--- src/pkg/ufx_pkg.sv ---
// Shared constants and types for the extended UART channel control block
package ufx_pkg;

	// Register offsets on the 3-bit host address
	localparam logic [2:0] OFS_ADV_SPECIAL = 3'h4;
	localparam logic [2:0] OFS_SAMPLE_CLOCK = 3'h5;
	localparam logic [2:0] OFS_HALFDUPLEX = 3'h6;
	localparam logic [2:0] OFS_FLOW_THRESH = 3'h6;
	localparam logic [2:0] OFS_FIFO_TRIG = 3'h7;
	localparam logic [2:0] OFS_FIFO_SUMMARY = 3'h7;

	// Reset values
	localparam logic [7:0] RST_ADV_SPECIAL = 8'h00;
	localparam logic [7:0] RST_SAMPLE_CLOCK = 8'h00;
	localparam logic [7:0] RST_HALFDUPLEX = 8'h00;
	localparam logic [7:0] RST_FLOW_THRESH = 8'h00;
	localparam logic [7:0] RST_FIFO_TRIG = 8'h00;
	localparam logic [7:0] RST_FIFO_SUMMARY = 8'hFF;

	// Line control value that opens the enhanced bank
	localparam logic [7:0] LINE_CTRL_ENHANCED = 8'hBF;

	// Bit positions
	localparam int LC_DIVLATCH_BIT = 7;
	localparam int MC_RTS_BIT = 1;
	localparam int MC_SUMMARY_EN_BIT = 2;
	localparam int MC_LOOPBACK_BIT = 4;
	localparam int MC_TRIG_BANK_BIT = 6;
	localparam int ASR_HDX_ACCESS_BIT = 7;
	localparam int ASR_TX_DISABLE_BIT = 6;
	localparam int ASR_RX_DISABLE_BIT = 5;
	localparam int ASR_IR_FAST_BIT = 4;
	localparam int ASR_IR_INVERT_BIT = 3;
	localparam int ASR_SAMPLE_EN_BIT = 2;
	localparam int ASR_SUMMARY_BLOCK_BIT = 0;
	localparam int HDX_POLARITY_BIT = 5;
	localparam int HDX_AUTO_DIR_BIT = 4;
	localparam int HDX_NINE_BIT = 0;

	// Writable bits of the half-duplex register; the rest read as zero
	localparam logic [7:0] HDX_WRITE_MASK = 8'h31;

	// FIFO depth in characters
	localparam logic [6:0] FIFO_DEPTH = 7'h40;

	// Reserved channel bits of the summary register read as one
	localparam logic [1:0] SUMMARY_PAD = 2'h3;

	// Reset level of the filtered bus pins: strobes and selects idle high
	localparam logic [13:0] BUS_PIN_IDLE = 14'h3800;

	// Register selected by an access
	typedef enum logic [2:0] {
		SEL_NONE,
		SEL_ADV_SPECIAL,
		SEL_SAMPLE_CLOCK,
		SEL_HALFDUPLEX,
		SEL_FLOW_THRESH,
		SEL_FIFO_TRIG,
		SEL_FIFO_SUMMARY
	} ufx_sel_t;

endpackage

--- src/rtl/ufx_sync3.sv ---
// Three-stage pin synchroniser with agreement filter
`timescale 1ns/1ps
module ufx_sync3 #(
	parameter int W = 1,
	parameter logic [W-1:0] RST_VAL = '0
) (
	input wire logic ref_clk, // Device clock
	input wire logic sys_rst, // Asynchronous reset, active high
	input wire logic [W-1:0] din, // Asynchronous pin levels
	output logic [W-1:0] dout // Filtered level
);
	logic [W-1:0] s1_reg; // First stage, read only by the second
	logic [W-1:0] s2_reg; // Second stage
	logic [W-1:0] s3_reg; // Third stage
	logic [W-1:0] out_reg; // Accepted level
	logic [W-1:0] out_next; // Next accepted level

	// A bit changes only once stages two and three agree
	always_comb begin
		out_next = out_reg;
		for (int i = 0; i < W; i++) begin
			if (s2_reg[i] == s3_reg[i]) begin
				out_next[i] = s3_reg[i];
			end
		end
	end

	// Shift chain and accepted level
	always_ff @(posedge ref_clk or posedge sys_rst) begin
		if (sys_rst) begin
			s1_reg <= RST_VAL;
			s2_reg <= RST_VAL;
			s3_reg <= RST_VAL;
			out_reg <= RST_VAL;
		end else begin
			s1_reg <= din;
			s2_reg <= s1_reg;
			s3_reg <= s2_reg;
			out_reg <= out_next;
		end
	end

	assign dout = out_reg;
endmodule // ufx_sync3

--- src/rtl/ufx_level_sel.sv ---
// Threshold level picker: programmed field times four, or table level when zero
`timescale 1ns/1ps
module ufx_level_sel
	import ufx_pkg::*;
(
	input wire logic [3:0] field, // Programmed field, units of four characters
	input wire logic [6:0] table_level, // Level chosen by the FIFO tables
	output logic [6:0] level // Level in effect
);
	// Zero field falls back to the table level
	always_comb begin
		if (field == 4'h0) begin
			level = table_level;
		end else begin
			level = {1'b0, field, 2'b00};
		end
	end
endmodule // ufx_level_sel

--- src/rtl/ufx_chan_ext.sv ---
// Extended per-channel UART control: access gating, baud prescale, direction and flow control
// Overview of operation
// - Special bit 3 inverts infrared receive input
// - Special bit 2 opens sample clock register
// - Special bit 0 blocks FIFO summary access
// - Sample clock needs LC7, not BF, bit2
// - Sample count upper nibble, prescale lower nibble
// - Half-duplex bit 5 inverts direction output
// - Half-duplex bit 4 lets transmitter drive RTS
// - Half-duplex bit 0 selects nine-bit mode
// - Special bit 7 opens half-duplex register
// - Thresholds need LC7 clear, modem bit 6
// - Count at or below resume restarts flow
// - Count at or above halt stops flow
// - RX count reaching trigger raises interrupt
// - TX free space reaching trigger raises interrupt
// - Summary readable under modem, special, select gating
// - Summary holds RX nibble high, TX low
// - RX DMA ready within one baud clock
// - TX DMA ready drops within eight baud clocks
// - Interrupt within one baud clock of stop
`timescale 1ns/1ps
module ufx_chan_ext
	import ufx_pkg::*;
(
	input wire logic ref_clk, // Device clock, 40 MHz
	input wire logic sys_rst, // Asynchronous reset, active high
	input wire logic [2:0] bus_addr, // Register address pins
	input wire logic [7:0] bus_data_in, // Data bus pins, inward
	output logic [7:0] bus_data_out, // Data bus, outward
	output logic bus_data_oe, // Data bus drive enable
	input wire logic chip_sel_n, // This channel's select pin
	input wire logic [1:0] channel_selects_n, // All channel select pins
	input wire logic rd_strobe_n, // Read strobe pin
	input wire logic wr_strobe_n, // Write strobe pin
	input wire logic [7:0] line_control, // Line control register value
	input wire logic [7:0] modem_control, // Modem control register value
	input wire logic enhanced_en, // Enhanced-function enable bit
	input wire logic [6:0] rx_fifo_count, // Characters in RX FIFO
	input wire logic [6:0] tx_fifo_count, // Characters in TX FIFO
	input wire logic [6:0] table_rx_trigger, // Table RX trigger level
	input wire logic [6:0] table_tx_trigger, // Table TX trigger level
	input wire logic [6:0] table_halt, // Table halt level
	input wire logic [6:0] table_resume, // Table resume level
	input wire logic auto_rts_en, // Automatic RTS flow enabled
	input wire logic auto_xonxoff_en, // Automatic software flow enabled
	input wire logic tx_active, // Transmitter is sending
	input wire logic rx_char_done, // Pulse at end of received stop bit
	input wire logic [1:0] chan_rx_rdy_n, // RX ready of each channel, active low
	input wire logic [1:0] chan_tx_rdy_n, // TX ready of each channel, active low
	input wire logic rx_line_in, // Infrared receive pin
	output logic rx_decoder_in, // Receive level to the decoder
	output logic rts_n, // RTS pin level
	output logic xon_request, // Pulse: send XON
	output logic xoff_request, // Pulse: send XOFF
	output logic rx_data_ready_int, // Receive data ready interrupt
	output logic tx_ready_int, // Transmit ready interrupt
	output logic rx_dma_ready_n, // Receive DMA ready, active low
	output logic tx_dma_ready_n, // Transmit DMA ready, active low
	output logic baud_sample_tick, // Sample clock pulse
	output logic baud_bit_tick, // Bit period pulse
	output logic sample_clock_active, // Prescaler path drives baud
	output logic nine_bit_mode, // Nine-bit address mode
	output logic tx_disable, // Transmitter disabled
	output logic rx_disable, // Receiver disabled
	output logic ir_fast_mode // Infrared fast mode
);
	// Filtered pins
	logic [13:0] pin_raw; // Bus pins bundled for sync
	logic [13:0] pin_sync; // Filtered bus pins
	logic rx_line_sync; // Filtered infrared input
	logic [2:0] p_addr; // Filtered address
	logic [7:0] p_data; // Filtered write data
	logic p_cs_n; // Filtered channel select
	logic p_rd_n; // Filtered read strobe
	logic p_wr_n; // Filtered write strobe

	// Register state
	logic [7:0] asr_reg, asr_next; // Advanced special control
	logic [7:0] snr_reg, snr_next; // Sample clock config
	logic [7:0] hdx_reg, hdx_next; // Half-duplex direction control
	logic [7:0] tcr_reg, tcr_next; // Flow halt/resume thresholds
	logic [7:0] tlr_reg, tlr_next; // FIFO interrupt triggers
	logic [7:0] fsum_reg, fsum_next; // FIFO ready summary
	logic [2:0] wa_reg, wa_next; // Latched write address
	logic [7:0] wd_reg, wd_next; // Latched write data
	logic wsel_reg, wsel_next; // Latched write select
	logic wr_prev_reg, wr_prev_next; // Previous write strobe
	logic [7:0] rdata_reg, rdata_next; // Read data
	logic roe_reg, roe_next; // Read drive enable

	// Flow, interrupt and DMA state
	logic halt_reg, halt_next; // Receive flow halted
	logic xon_reg, xon_next; // XON request pulse
	logic xoff_reg, xoff_next; // XOFF request pulse
	logic rxi_reg, rxi_next; // RX interrupt level
	logic txi_reg, txi_next; // TX interrupt level
	logic rxd_n_reg, rxd_n_next; // RX DMA ready
	logic txd_n_reg, txd_n_next; // TX DMA ready
	logic rts_n_reg, rts_n_next; // RTS pin
	logic rxin_reg, rxin_next; // Decoder input

	// Baud state
	logic [3:0] pre_reg, pre_next; // Prescale counter
	logic [3:0] ovs_reg, ovs_next; // Oversample counter
	logic stk_reg, stk_next; // Sample tick
	logic btk_reg, btk_next; // Bit tick

	// Thresholds
	logic [6:0] lvl [4]; // Resume, halt, RX trigger, TX trigger
	logic [15:0] lvl_fields; // Fields feeding the pickers
	logic [27:0] lvl_tables; // Table levels feeding the pickers
	logic [6:0] tx_free; // Free space in TX FIFO
	logic write_hit; // Write completes this cycle
	ufx_sel_t wr_sel; // Register a write lands in
	ufx_sel_t rd_sel; // Register a read comes from

	// Register decode, shared by reads and writes
	function automatic ufx_sel_t decode(input logic [2:0] a, input logic [7:0] lc, input logic [7:0] mc,
			input logic [7:0] advanced_special_control, input logic enh, input logic any_cs);
		logic bank_hi;
		bank_hi = lc[LC_DIVLATCH_BIT] && (lc != LINE_CTRL_ENHANCED);
		decode = SEL_NONE;
		if (bank_hi) begin
			if (a == OFS_ADV_SPECIAL && enh) begin
				decode = SEL_ADV_SPECIAL;
			end else if (a == OFS_SAMPLE_CLOCK && advanced_special_control[ASR_SAMPLE_EN_BIT]) begin
				decode = SEL_SAMPLE_CLOCK;
			end else if (a == OFS_HALFDUPLEX && advanced_special_control[ASR_HDX_ACCESS_BIT]) begin
				decode = SEL_HALFDUPLEX;
			end
		end else if (!lc[LC_DIVLATCH_BIT]) begin
			if (mc[MC_TRIG_BANK_BIT] && a == OFS_FLOW_THRESH) begin
				decode = SEL_FLOW_THRESH;
			end else if (mc[MC_TRIG_BANK_BIT] && a == OFS_FIFO_TRIG) begin
				decode = SEL_FIFO_TRIG;
			end else if (a == OFS_FIFO_SUMMARY && !mc[MC_LOOPBACK_BIT] && mc[MC_SUMMARY_EN_BIT]
					&& !advanced_special_control[ASR_SUMMARY_BLOCK_BIT] && any_cs) begin
				decode = SEL_FIFO_SUMMARY;
			end
		end
	endfunction

	assign pin_raw = {wr_strobe_n, rd_strobe_n, chip_sel_n, bus_data_in, bus_addr};
	assign {p_wr_n, p_rd_n, p_cs_n, p_data, p_addr} = pin_sync;

	// Bus pin synchroniser
	ufx_sync3 #(.W(14), .RST_VAL(BUS_PIN_IDLE)) u_bus_sync (
		.ref_clk(ref_clk),
		.sys_rst(sys_rst),
		.din(pin_raw),
		.dout(pin_sync)
	);

	// Infrared receive pin synchroniser
	ufx_sync3 #(.W(1), .RST_VAL(1'b1)) u_rx_sync (
		.ref_clk(ref_clk),
		.sys_rst(sys_rst),
		.din(rx_line_in),
		.dout(rx_line_sync)
	);

	assign lvl_fields = {tlr_reg[3:0], tlr_reg[7:4], tcr_reg[3:0], tcr_reg[7:4]};
	assign lvl_tables = {table_tx_trigger, table_rx_trigger, table_halt, table_resume};

	// Four threshold pickers
	generate
		for (genvar g = 0; g < 4; g++) begin : g_lvl
			ufx_level_sel u_lvl (
				.field(lvl_fields[g*4 +: 4]),
				.table_level(lvl_tables[g*7 +: 7]),
				.level(lvl[g])
			);
		end
	endgenerate

	assign tx_free = FIFO_DEPTH - tx_fifo_count;
	assign write_hit = p_wr_n && !wr_prev_reg && wsel_reg;
	assign wr_sel = decode(wa_reg, line_control, modem_control, asr_reg, enhanced_en, 1'b0);
	assign rd_sel = decode(p_addr, line_control, modem_control, asr_reg, enhanced_en, !(&channel_selects_n));

	// Host access: latch during the write strobe, commit on its release
	always_comb begin
		asr_next = asr_reg;
		snr_next = snr_reg;
		hdx_next = hdx_reg;
		tcr_next = tcr_reg;
		tlr_next = tlr_reg;
		wa_next = wa_reg;
		wd_next = wd_reg;
		wsel_next = wsel_reg;
		wr_prev_next = p_wr_n;
		rdata_next = rdata_reg;
		roe_next = !p_rd_n && !p_cs_n;
		if (!p_wr_n) begin
			// Strobe low: track address, data, select
			wa_next = p_addr;
			wd_next = p_data;
			wsel_next = !p_cs_n;
		end
		if (write_hit) begin
			case (wr_sel)
				SEL_ADV_SPECIAL: asr_next = wd_reg;
				SEL_SAMPLE_CLOCK: snr_next = wd_reg;
				SEL_HALFDUPLEX: hdx_next = wd_reg & HDX_WRITE_MASK;
				SEL_FLOW_THRESH: tcr_next = wd_reg;
				SEL_FIFO_TRIG: tlr_next = wd_reg;
				default: asr_next = asr_reg;
			endcase
		end
		// Read data follows the selected register; the summary needs no own select
		case (rd_sel)
			SEL_ADV_SPECIAL: rdata_next = asr_reg;
			SEL_SAMPLE_CLOCK: rdata_next = snr_reg;
			SEL_HALFDUPLEX: rdata_next = hdx_reg;
			SEL_FLOW_THRESH: rdata_next = tcr_reg;
			SEL_FIFO_TRIG: rdata_next = tlr_reg;
			SEL_FIFO_SUMMARY: begin
				rdata_next = fsum_reg;
				roe_next = !p_rd_n;
			end
			default: rdata_next = 8'h00;
		endcase
	end

	// Summary of channel FIFO readiness
	always_comb begin
		fsum_next = {SUMMARY_PAD, chan_rx_rdy_n, SUMMARY_PAD, chan_tx_rdy_n};
	end

	// Baud prescale: (prescale + 1)-step prescaler, then (16 - sample count) samples per bit
	always_comb begin
		pre_next = pre_reg;
		ovs_next = ovs_reg;
		stk_next = 1'b0;
		btk_next = 1'b0;
		if (!asr_reg[ASR_SAMPLE_EN_BIT]) begin
			pre_next = 4'h0;
			ovs_next = 4'h0;
		end else if (pre_reg >= snr_reg[3:0]) begin
			pre_next = 4'h0;
			stk_next = 1'b1;
			if (ovs_reg >= 4'(4'hF - snr_reg[7:4])) begin
				ovs_next = 4'h0;
				btk_next = 1'b1;
			end else begin
				ovs_next = ovs_reg + 4'h1;
			end
		end else begin
			pre_next = pre_reg + 4'h1;
		end
	end

	// Flow control, interrupts, DMA and direction
	always_comb begin
		halt_next = halt_reg;
		xon_next = 1'b0;
		xoff_next = 1'b0;
		if (rx_fifo_count >= lvl[1]) begin
			halt_next = 1'b1;
		end else if (rx_fifo_count <= lvl[0]) begin
			halt_next = 1'b0;
		end
		if (auto_xonxoff_en && halt_next && !halt_reg) begin
			xoff_next = 1'b1;
		end
		if (auto_xonxoff_en && !halt_next && halt_reg) begin
			xon_next = 1'b1;
		end
		// Level interrupts settle one cycle after the count moves
		rxi_next = (rx_fifo_count >= lvl[2]) && (rx_fifo_count != 7'h00);
		txi_next = tx_free >= lvl[3];
		// RX DMA ready: set at stop bit end, dropped when FIFO drains; set wins
		rxd_n_next = rxd_n_reg;
		if (rx_char_done && rx_fifo_count >= lvl[2]) begin
			rxd_n_next = 1'b0;
		end else if (rx_fifo_count == 7'h00) begin
			rxd_n_next = 1'b1;
		end
		txd_n_next = !(tx_free >= lvl[3]);
		// RTS pin: direction control first, then automatic flow, then modem bit
		if (hdx_reg[HDX_AUTO_DIR_BIT]) begin
			rts_n_next = tx_active ^ hdx_reg[HDX_POLARITY_BIT];
		end else if (auto_rts_en) begin
			rts_n_next = halt_next;
		end else begin
			rts_n_next = !modem_control[MC_RTS_BIT];
		end
		rxin_next = rx_line_sync ^ asr_reg[ASR_IR_INVERT_BIT];
	end

	// Register all state
	always_ff @(posedge ref_clk or posedge sys_rst) begin
		if (sys_rst) begin
			asr_reg <= RST_ADV_SPECIAL;
			snr_reg <= RST_SAMPLE_CLOCK;
			hdx_reg <= RST_HALFDUPLEX;
			tcr_reg <= RST_FLOW_THRESH;
			tlr_reg <= RST_FIFO_TRIG;
			fsum_reg <= RST_FIFO_SUMMARY;
			wa_reg <= 3'h0;
			wd_reg <= 8'h00;
			wsel_reg <= 1'b0;
			wr_prev_reg <= 1'b1;
			rdata_reg <= 8'h00;
			roe_reg <= 1'b0;
			halt_reg <= 1'b0;
			xon_reg <= 1'b0;
			xoff_reg <= 1'b0;
			rxi_reg <= 1'b0;
			txi_reg <= 1'b0;
			rxd_n_reg <= 1'b1;
			txd_n_reg <= 1'b1;
			rts_n_reg <= 1'b1;
			rxin_reg <= 1'b1;
			pre_reg <= 4'h0;
			ovs_reg <= 4'h0;
			stk_reg <= 1'b0;
			btk_reg <= 1'b0;
		end else begin
			asr_reg <= asr_next;
			snr_reg <= snr_next;
			hdx_reg <= hdx_next;
			tcr_reg <= tcr_next;
			tlr_reg <= tlr_next;
			fsum_reg <= fsum_next;
			wa_reg <= wa_next;
			wd_reg <= wd_next;
			wsel_reg <= wsel_next;
			wr_prev_reg <= wr_prev_next;
			rdata_reg <= rdata_next;
			roe_reg <= roe_next;
			halt_reg <= halt_next;
			xon_reg <= xon_next;
			xoff_reg <= xoff_next;
			rxi_reg <= rxi_next;
			txi_reg <= txi_next;
			rxd_n_reg <= rxd_n_next;
			txd_n_reg <= txd_n_next;
			rts_n_reg <= rts_n_next;
			rxin_reg <= rxin_next;
			pre_reg <= pre_next;
			ovs_reg <= ovs_next;
			stk_reg <= stk_next;
			btk_reg <= btk_next;
		end
	end

	// Outputs
	assign bus_data_out = rdata_reg;
	assign bus_data_oe = roe_reg;
	assign rx_decoder_in = rxin_reg;
	assign rts_n = rts_n_reg;
	assign xon_request = xon_reg;
	assign xoff_request = xoff_reg;
	assign rx_data_ready_int = rxi_reg;
	assign tx_ready_int = txi_reg;
	assign rx_dma_ready_n = rxd_n_reg;
	assign tx_dma_ready_n = txd_n_reg;
	assign baud_sample_tick = stk_reg;
	assign baud_bit_tick = btk_reg;
	assign sample_clock_active = asr_reg[ASR_SAMPLE_EN_BIT];
	assign nine_bit_mode = hdx_reg[HDX_NINE_BIT];
	assign tx_disable = asr_reg[ASR_TX_DISABLE_BIT];
	assign rx_disable = asr_reg[ASR_RX_DISABLE_BIT];
	assign ir_fast_mode = asr_reg[ASR_IR_FAST_BIT];
endmodule // ufx_chan_ext

--- config.mk ---
export PLATFORM = sky130hd
export DESIGN_NAME = ufx_chan_ext
export DESIGN_NICKNAME = d
export VERILOG_FILES = /design/src/pkg/ufx_pkg.sv /design/src/rtl/ufx_sync3.sv /design/src/rtl/ufx_level_sel.sv /design/src/rtl/ufx_chan_ext.sv
export SDC_FILE = /design/constraint.sdc
export NUM_CORES = 1
export LEC_CHECK = 0
export ABC_AREA = 1
export BUFFER_PORTS_ARGS = -buffer_cell sky130_fd_sc_hd__buf_2
export CAP_MARGIN = 20
export CORE_MARGIN = 5
export CORE_UTILIZATION = 53
export CTS_BUF_LIST = sky130_fd_sc_hd__clkbuf_4
export CTS_CLUSTER_DIAMETER = 150
export CTS_CLUSTER_SIZE = 25
export DETAILED_ROUTE_END_ITERATION = 10
export GPL_TIMING_DRIVEN = 1
export PLACE_DENSITY = 0.82
export REMOVE_ABC_BUFFERS = 1
export SYNTH_ARGS = -nofsm -noshare
export SYNTH_HDL_FRONTEND = slang
export SYNTH_HIERARCHICAL = 1
export SYNTH_SLANG_ARGS = --single-unit
--- constraint.sdc ---
create_clock -name ref_clk -period 2.28 [get_ports ref_clk]
set_input_delay 0.114 -clock ref_clk [delete_from_list [all_inputs] [get_ports ref_clk]]
set_output_delay 0.114 -clock ref_clk [all_outputs]
set_load 0.1 [all_outputs]
==> results of run 1 <==
[critical path: stages (launching register included)]
cell and delay (ps):
dfrtp_1 430, nor2_2 220, nand2_2 100, nor2_1 90
inv_1 40, ha_1 300, a21oi_1 150, o21ai_0 110
nor3b_2 310, nand2_1 150, nand2_1 80, nor2_1 40
[final timing paths]
check,from,to,slack [ps],cells past startpoint
min in group asynchronous,sys_rst,wa_reg[1],90,3
max in group asynchronous,sys_rst,u_bus_sync/dout[3],1480,4
min reg2reg,u_bus_sync/s1_reg[7],u_bus_sync/s2_reg[7],360,0
min,modem_control[4],bus_data_oe,80,4
max,tcr_reg[0],xoff_request,170,11
max reg2reg,tcr_reg[0],xoff_request,170,11
[logic make-up after synthesis]
| family | after synthesis | synth area share, % |
|---|---|---|
| buf+inv | 136 | 8.21 |
| mux | 1 | 0.168 |
| flops | 140 | 52.7 |
| fa+ha+maj | 39 | 7.27 |
| compound gates | 95 | 8.56 |
| xor+xnor | 11 | 1.44 |
| simple gates | 321 | 21.7 |
[cell usage after synthesis]
library cell,instances
a22o_1,3
o21bai_1,1
o21ai_0,21
o21ai_2,16
and3_1,1
nand3_4,2
nand3_1,43
dfrtp_1,115
nor3_2,1
nand2_2,7
a31oi_1,1
a21oi_1,47
a41oi_1,1
clkbuf_1,2
dfstp_2,25
o21ai_1,1
nand2_4,2
xnor2_1,6
nand4_1,27
nor4_1,1
nor3_1,3
nor2_4,2
buf_4,2
o21ai_4,1
buf_2,2
inv_1,122
o211ai_1,1
nand3_2,1
ha_1,39
mux2_2,1
nor3b_1,1
inv_2,4
buf_6,4
o21a_1,1
o2111ai_1,1
nor2_2,11
nand2_1,150
xor2_1,5
nor2_1,69
[timing repair]
item	CTS	global route
gates resized for setup	0	1
buffers inserted	0	0
hold endpoints to repair	147	0
endpoints found under the setup margin	0	3
hold buffers	29	0
[final cells by class]
type                    count  area, um2  area share, %
flip-flops and latches    140       3530           44.0
multi-input cells         467       2630           32.7
repair buffers            139        866           10.8
inverters                 126        474           5.90
well taps                 172        215           2.68
clock inverters            13        170           2.12
clock buffers              19        143           1.78
diodes                      1       2.50         0.0311
[layout by cell type (no fill, tap or decap), types with 5 or more instances in the layout]
master,netlist,final
a21oi_1,47,47
buf_2,2,105
clkbuf_4,0,19
dfrtp_1,115,115
dfstp_2,25,25
dlygate4sd3_1,0,29
ha_1,39,39
inv_1,122,120
inv_2,4,5
nand2_1,150,150
nand2_2,7,7
nand3_1,43,43
nand4_1,27,27
nor2_1,69,69
nor2_2,11,11
o21ai_0,21,21
o21ai_2,16,16
xnor2_1,6,6
xor2_1,5,5
[metal layers]
layer | track usage, % | up-vias | part of all wire (%)
met2 | 32.2 | 127 | 48
met5 | 0 | - | 0
met1 | 24.5 | 2377 | 44
li1 | - | 2682 | -
met3 | 4.15 | 26 | 5.8
met4 | 7.28 | 0 | 1.9
[per-stage QoR]
| step | utilization [%] | hold WS [ps] | cell area [um2] | power (mW) |
|---|---|---|---|---|
| finish | 64.2 | 80.3 | 8030 | 7.70 |
| global route | 64.2 | 53.2 | 8030 | 8.24 |
| CTS | 64.1 | 38.0 | 8030 | 7.76 |
| detailed placement | 59.3 | 102 | 7420 | 6.02 |
| global placement | 59.3 | 100 | 7420 | 5.93 |
| floorplan | - | 69.2 | 6630 | 5.38 |
[power groups by stage]
stage	clock (mW)	sequential [mW]	combinational, mW
2_1_floorplan	0	4.02	1.36
3_3_place_gp	0	3.25	2.68
3_5_place_dp	0	3.26	2.76
4_1_cts	1.74	3.21	2.81
5_1_grt	1.84	3.27	3.12
6_report	1.68	3.22	2.79
==> results.sh, run 1 <==
export IMPL_ys_types=39
export IMPL_place_ws_ps=16.0
export IMPL_fin_crit_sh_pct=92.5
export IMPL_drt_first_pass_iters=5
export IMPL_yosys_register_bits=140
export IMPL_peakVddDrop_uv=516
export IMPL_report_final_slew_viol_count=0
export IMPL_core_um2=12500
export IMPL_port_buffers=105
export IMPL_critPathCaptureType="flop"
export IMPL_synthTopCellsByArea="dfrtp_1, dfstp_2, nand2_1"
export IMPL_ys_seq_area_share_pct=52.7
export IMPL_slew_headroom_pct=55.7
export IMPL_status="finished clean"
export IMPL_clkLatencyLatePin_ps=530
export IMPL_clkTransAtPathRegs_ps=130
export IMPL_power_density_nw_per_um2=958
export IMPL_grt_pass1_vias=4964
export IMPL_syn_inst=743
export IMPL_cts_sinks=140
export IMPL_ant_nets=0
export IMPL_tightest_slew_ps=665
export IMPL_overflow=0
export IMPL_cts_made_buffers=17
export IMPL_drtIter0Drc=287
export IMPL_area_growth_pct=19.8
export IMPL_fmax_ghz=0.474
export IMPL_hp_class="in -> reg"
export IMPL_postSynthAreaPerCell_um2=9.03
export IMPL_clockRootBuffer="clkbuf_4"
export IMPL_setup_viol=0
export IMPL_yosys_warnings=6
export IMPL_critPathKind="reg -> reg"
export IMPL_finClkSkew_ps=22.0
export IMPL_synth_top_cell_by_area="dfrtp_1"
export IMPL_start_util_pct=53.6
export IMPL_min_period_ps=2110
export IMPL_syn_cell_area_um2=6710
export IMPL_io_pins=110
export IMPL_vias_per_cell=4.84
export IMPL_pwr_share_comb_pct=36.3
export IMPL_wl_per_cell_um=12.5
export IMPL_rows=41
export IMPL_cp_arrival_ps=2540
export IMPL_die_height_um=123
export IMPL_leakagePower_nw=4.23
export IMPL_vias=5212
export IMPL_final_layout_size_suffix_gt1_share_pct=24.1
export IMPL_die_width_um=123
export IMPL_clock_path_buffers=2
export IMPL_p_clk_share_pct=21.9
export IMPL_instances_no_fill=1077
export IMPL_tns_ps=0
export IMPL_cap_violations=0
export IMPL_die_area_um2=15000
export IMPL_power_frac_seq_pct=41.8
export IMPL_swShare_pct=41.4
export IMPL_drc=0
export IMPL_gp_congestion=0.881
export IMPL_routed_wl_um=13500
export IMPL_grt_usage_pct=19.2
export IMPL_hold_viol=0
export IMPL_htree_levels=4
export IMPL_cts_tree="yes"
export IMPL_fin_ws_ps=172
export IMPL_antenna_found_initial=1
export IMPL_crit_required_ps=2710
export IMPL_p_sw_mw=3.18
export IMPL_layout_nets=1016
export IMPL_dpl_cell_count=1015
export IMPL_grt_first_pass_wirelength_um=22800
export IMPL_dp_hpwl_um=10200
export IMPL_grt_max_degree=65
export IMPL_nFillCells=1067
export IMPL_synth_top_area_share_pct=42.9
export IMPL_cp_start_kind="flop"
export IMPL_cp_max_fo=5
export IMPL_p_int_mw=4.51
No activity file was read; power rests on OpenSTA's default activity.
==> run 2: changes to the inputs <==
--- a/config.mk
+++ b/config.mk
@@ -6,16 +6,16 @@
 export NUM_CORES = 1
 export LEC_CHECK = 0
 export ABC_AREA = 1
-export BUFFER_PORTS_ARGS = -buffer_cell sky130_fd_sc_hd__buf_2
 export CAP_MARGIN = 20
 export CORE_MARGIN = 5
-export CORE_UTILIZATION = 53
+export CORE_UTILIZATION = 55
 export CTS_BUF_LIST = sky130_fd_sc_hd__clkbuf_4
 export CTS_CLUSTER_DIAMETER = 150
 export CTS_CLUSTER_SIZE = 25
 export DETAILED_ROUTE_END_ITERATION = 10
+export DONT_BUFFER_PORTS = 1
 export GPL_TIMING_DRIVEN = 1
-export PLACE_DENSITY = 0.82
+export PLACE_DENSITY = 0.73
 export REMOVE_ABC_BUFFERS = 1
 export SYNTH_ARGS = -nofsm -noshare
 export SYNTH_HDL_FRONTEND = slang
==> results.sh, run 2 (synthesis gave the netlist of run 1 again) <==
export IMPL_finClkSkew_ps=13.8
export IMPL_clock_path_buffers=2
export IMPL_routed_wl_um=14100
export IMPL_rsz0062_at_grt="false"
export IMPL_power_density_nw_per_um2=1000
export IMPL_cts_tree="yes"
export IMPL_cp_arrival_ps=2490
export IMPL_htree_levels=4
export IMPL_critPathCaptureType="flop"
export IMPL_slew_headroom_pct=39.0
export IMPL_cts_sinks=140
export IMPL_final_layout_size_suffix_gt1_share_pct=13.8
export IMPL_fmax_ghz=0.483
export IMPL_die_area_um2=14500
export IMPL_postCtsSetupRepairBufs=0
export IMPL_dp_hpwl_um=10500
export IMPL_hold_viol=0
export IMPL_final_common_cell="nand2_1"
export IMPL_core_um2=12000
export IMPL_p_total_mw=7.57
export IMPL_fin_crit_sh_pct=90.8
export IMPL_tns_ps=0
export IMPL_r2r_setup_slack_ps=210
export IMPL_most_common_layout_cells="nand2_1, inv_1, dfrtp_1"
export IMPL_area_growth_pct=12.5
export IMPL_cp_max_fo=5
export IMPL_vias_per_cell=5.36
export IMPL_drc=0
export IMPL_gp_congestion=0.855
export IMPL_design_area_um2=7550
export IMPL_diodes=0
export IMPL_cts_made_buffers=17
export IMPL_tightest_slew_ps=916
export IMPL_ant_nets=0
export IMPL_grt_usage_pct=20.5
export IMPL_place_ws_ps=59.4
export IMPL_drtIter0Drc=308
export IMPL_grt_pass1_vias=5066
export IMPL_dpl_instance_area_um2=6900
export IMPL_clkLatencyLatePin_ps=530
export IMPL_die_height_um=120
export IMPL_antenna_found_initial=0
export IMPL_cp_start_kind="flop"
export IMPL_cap_violations=0
export IMPL_rows=40
export IMPL_vias=5121
export IMPL_leakagePower_nw=3.85
export IMPL_crit_required_ps=2700
export IMPL_port_buffers=0
export IMPL_hp_class="in -> reg"
export IMPL_drt_first_pass_iters=4
export IMPL_grt_max_degree=57
export IMPL_fin_ws_ps=210
export IMPL_status="finished clean"
export IMPL_grt_first_pass_wirelength_um=23700
export IMPL_min_period_ps=2070
export IMPL_critPathKind="reg -> reg"
export IMPL_nFillCells=993
export IMPL_overflow=0
export IMPL_clockRootBuffer="clkbuf_4"
export IMPL_io_pins=110
export IMPL_layout_nets=921
export IMPL_start_util_pct=56.1
export IMPL_peakVddDrop_uv=477
export IMPL_die_width_um=120
export IMPL_wl_per_cell_um=14.7
export IMPL_report_final_slew_viol_count=0
export IMPL_clkTransAtPathRegs_ps=110
export IMPL_setup_viol=0
-- run 2: cell types whose count changed in the layout (fill, tap and decap cells not counted) --
| cell | before | now |
|---|---|---|
| buf_2 | 105 | 0 |
| buf_4 | 4 | 9 |
| clkbuf_4 | 19 | 21 |
| clkinv_1 | 0 | 6 |
| clkinv_4 | 4 | 1 |
| clkinvlp_4 | 3 | 0 |
| diode_2 | 1 | 0 |
| dlygate4sd3_1 | 29 | 34 |
| inv_6 | 2 | 0 |
| nor2_2 | 11 | 9 |
| nor2_4 | 2 | 4 |
| nor3b_2 | 1 | 0 |
| nor3b_4 | 0 | 1 |
-- run 2: per-layer routing --
metal | track usage [%] | wire (um) | part of all wire (%)
met5 | 0 | 0 | 0
met1 | 24.5 | 5730 | 41
met4 | 8.07 | 276 | 2.0
met2 | 35.3 | 7110 | 50
met3 | 5.66 | 974 | 6.9
-- run 2: final cells by class --
type	instances	area [um2]	share of cell area, %
multi-input combinational	467	2650	35.0
clock inverter	11	126	1.67
tap	147	184	2.44
inverter	126	474	6.28
timing repair buffer	44	428	5.67
sequential	140	3530	46.8
clock buffer	21	158	2.09
-- run 2: worst paths after layout --
| check | startpoint | to | depth (start not counted) |
|---|---|---|---|
| worst max register to register | tcr_reg[0] | xoff_request | 11 |
| min in group asynchronous | sys_rst | wa_reg[0] | 2 |
| worst min-delay path | rx_fifo_count[1] | halt_reg | 4 |
| worst min register to register | u_bus_sync/s1_reg[13] | u_bus_sync/s2_reg[13] | 0 |
| worst max-delay path | tcr_reg[0] | xoff_request | 11 |
| max in group asynchronous | sys_rst | rts_n | 3 |
-- run 2: worst max-delay path: stages (launching register included) --
cell and delay, ps:
dfrtp_1 460, nor2_4 180, nand2_2 90, nor2_1 100
inv_1 50, ha_1 310, a21oi_1 160, o21ai_0 160
nor3b_4 250, nand2_1 110, nand2_1 70, nor2_1 40
-- run 2: per-stage QoR --
stage	std cells	hold WS [ps]	util [%]
after floorplan	733	69.2	-
after global placement	890	82.2	57.7
after detailed placement	890	96.7	57.7
after CTS	956	1.10	62.9
after global routing	956	44.9	63.1
final	956	50.3	63.1
-- run 2: timing repair --
| action | 4_1_cts | 5_1_grt |
|---|---|---|
| resized for setup | 0 | 4 |
| hold buffers | 34 | 0 |
| endpoints found under the hold margin | 157 | 0 |
| endpoints found under the setup margin | 0 | 4 |
-- run 2: power breakdown --
part	internal [mW]	switching, mW
Sequential	2.90	0.884
Combinational	0.761	1.42
Clock	0.788	0.814
==> run 3: changes to the inputs <==
--- a/config.mk
+++ b/config.mk
@@ -15,7 +15,7 @@
 export DETAILED_ROUTE_END_ITERATION = 10
 export DONT_BUFFER_PORTS = 1
 export GPL_TIMING_DRIVEN = 1
-export PLACE_DENSITY = 0.73
+export PLACE_DENSITY = 0.7
 export REMOVE_ABC_BUFFERS = 1
 export SYNTH_ARGS = -nofsm -noshare
 export SYNTH_HDL_FRONTEND = slang
==> constraint.sdc (replaced) <==
create_clock -name ref_clk -period 2.1 [get_ports ref_clk]
set_input_delay 0.105 -clock ref_clk [delete_from_list [all_inputs] [get_ports ref_clk]]
set_output_delay 0.105 -clock ref_clk [all_outputs]
set_load 0.1 [all_outputs]
==> results.sh, run 3 (synthesis gave the netlist of run 1 again) <==
export IMPL_clockRootBuffer="clkbuf_4"
export IMPL_grt_usage_pct=21.0
export IMPL_die_width_um=120
export IMPL_fin_crit_sh_pct=94.1
export IMPL_layout_nets=939
export IMPL_cp_start_kind="flop"
export IMPL_cp_arrival_ps=2430
export IMPL_nFillCells=996
export IMPL_dp_hpwl_um=10500
export IMPL_status="finished clean"
export IMPL_final_layout_size_suffix_gt1_share_pct=17.0
export IMPL_clkLatencyLatePin_ps=550
export IMPL_slew_headroom_pct=41.8
export IMPL_crit_required_ps=2550
export IMPL_grt_max_degree=57
export IMPL_fmax_ghz=0.506
export IMPL_utilization_pct=64.7
export IMPL_port_buffers=0
export IMPL_cp_max_fo=5
export IMPL_cts_tree="yes"
export IMPL_cts_sinks=140
export IMPL_clock_path_buffers=2
export IMPL_critPathKind="reg -> reg"
export IMPL_place_ws_ps=-80.5
export IMPL_use_met2_pct=35.1
export IMPL_wl_per_cell_um=14.6
export IMPL_critPathCaptureType="flop"
export IMPL_grt_first_pass_wirelength_um=23900
export IMPL_io_pins=110
export IMPL_die_height_um=120
export IMPL_drc=0
export IMPL_setup_viol=0
export IMPL_cap_violations=0
export IMPL_met3_usage_pct=6.45
export IMPL_vias=5129
export IMPL_routed_wl_um=14200
export IMPL_area_growth_pct=15.3
export IMPL_power_density_nw_per_um2=1090
export IMPL_antenna_found_initial=1
export IMPL_min_period_ps=1980
export IMPL_ant_nets=0
export IMPL_rsz0062_at_grt="false"
export IMPL_use_met1_pct=25.3
export IMPL_r2r_setup_slack_ps=120
export IMPL_fin_ws_ps=124
export IMPL_busiest_layer="met2"
export IMPL_hp_class="in -> reg"
export IMPL_peakVddDrop_uv=589
export IMPL_rows=40
export IMPL_report_final_slew_viol_count=0
export IMPL_p_total_mw=8.42
export IMPL_drtIter0Drc=321
export IMPL_start_util_pct=56.1
export IMPL_overflow=0
export IMPL_instances_no_fill=975
export IMPL_clkTransAtPathRegs_ps=120
export IMPL_gp_congestion=0.893
export IMPL_grt_pass1_vias=5183
export IMPL_tightest_slew_ps=874
export IMPL_most_common_layout_cells="nand2_1, inv_1, dfrtp_1"
export IMPL_postCtsSetupRepairBufs=0
export IMPL_core_um2=12000
export IMPL_htree_levels=4
export IMPL_leakagePower_nw=3.94
export IMPL_cts_made_buffers=17
export IMPL_final_common_cell="nand2_1"
export IMPL_vias_per_cell=5.26
export IMPL_drt_first_pass_iters=4
export IMPL_hold_viol=0
export IMPL_die_area_um2=14500
export IMPL_dpl_cell_count=907
export IMPL_finClkSkew_ps=22.3
[run 3: cell types whose count changed in the layout (fill, tap and decap cells not counted), sizes merged]
cell / delta
buf: +17
clkinv: -3
clkinvlp: +2
diode: +1
dlygate4sd3: +1
inv: +1
[run 3: worst max-delay path: stages, from the launching register on]
cell and delay [ps]:
dfrtp_1 430, nor2_4 180, nand3_1 90, nand2_1 70, inv_1 40, ha_1 300, a21oi_1 190, o21ai_1 100
nor3b_2 200, buf_4 150, nand2_2 60, nand2_1 60, nor2_1 40
[run 3: worst paths after layout]
check | start | end | cells past startpoint
worst min register to register | u_bus_sync/s1_reg[0] | u_bus_sync/s2_reg[0] | 0
worst max register to register | tcr_reg[3] | xoff_request | 12
min in group asynchronous | sys_rst | halt_reg | 2
worst max-delay path | tcr_reg[3] | xoff_request | 12
worst min-delay path | rx_fifo_count[1] | rx_dma_ready_n | 6
max in group asynchronous | sys_rst | tx_dma_ready_n | 3
[run 3: where the power goes]
group | internal [mW] | leakage (nW) | switching, mW
clock network | 0.877 | 0.161 | 0.935
registers | 3.16 | 1.70 | 0.774
logic | 0.905 | 2.08 | 1.77
total | 4.94 | 3.94 | 3.48
[run 3: repair_timing]
action,CTS,global route
pin swaps,0,3
endpoints found under the setup margin,3,4
hold buffers,35,0
resized for setup,2,12
endpoints found under the hold margin,170,0
[run 3: routing by layer]
metal	vias to the layer above	routed length [um]	part of all wire [%]
met4	0	392	2.8
li1	2534	-	-
met3	32	946	6.7
met2	146	6970	49
met5	-	0	0
met1	2417	5890	41
[run 3: area by class of cell]
cell class	instances	area [um2]	area share [%]
Multi-Input combinational cell	467	2670	34.5
Tap cell	147	184	2.38
Sequential cell	140	3540	45.7
Clock buffer	21	158	2.04
Timing Repair Buffer	62	566	7.31
Antenna cell	1	2.50	0.0323
Inverter	126	474	6.13
Clock inverter	11	145	1.88
[run 3: per-stage QoR]
step	setup TNS (ps)	hold WS [ps]	area [um2]
2_1_floorplan	-2970	60.2	6630
3_3_place_gp	0	46.7	7030
3_5_place_dp	-143	55.7	7030
4_1_cts	0	0.440	7690
5_1_grt	0	23.0	7740
6_report	0	37.0	7740
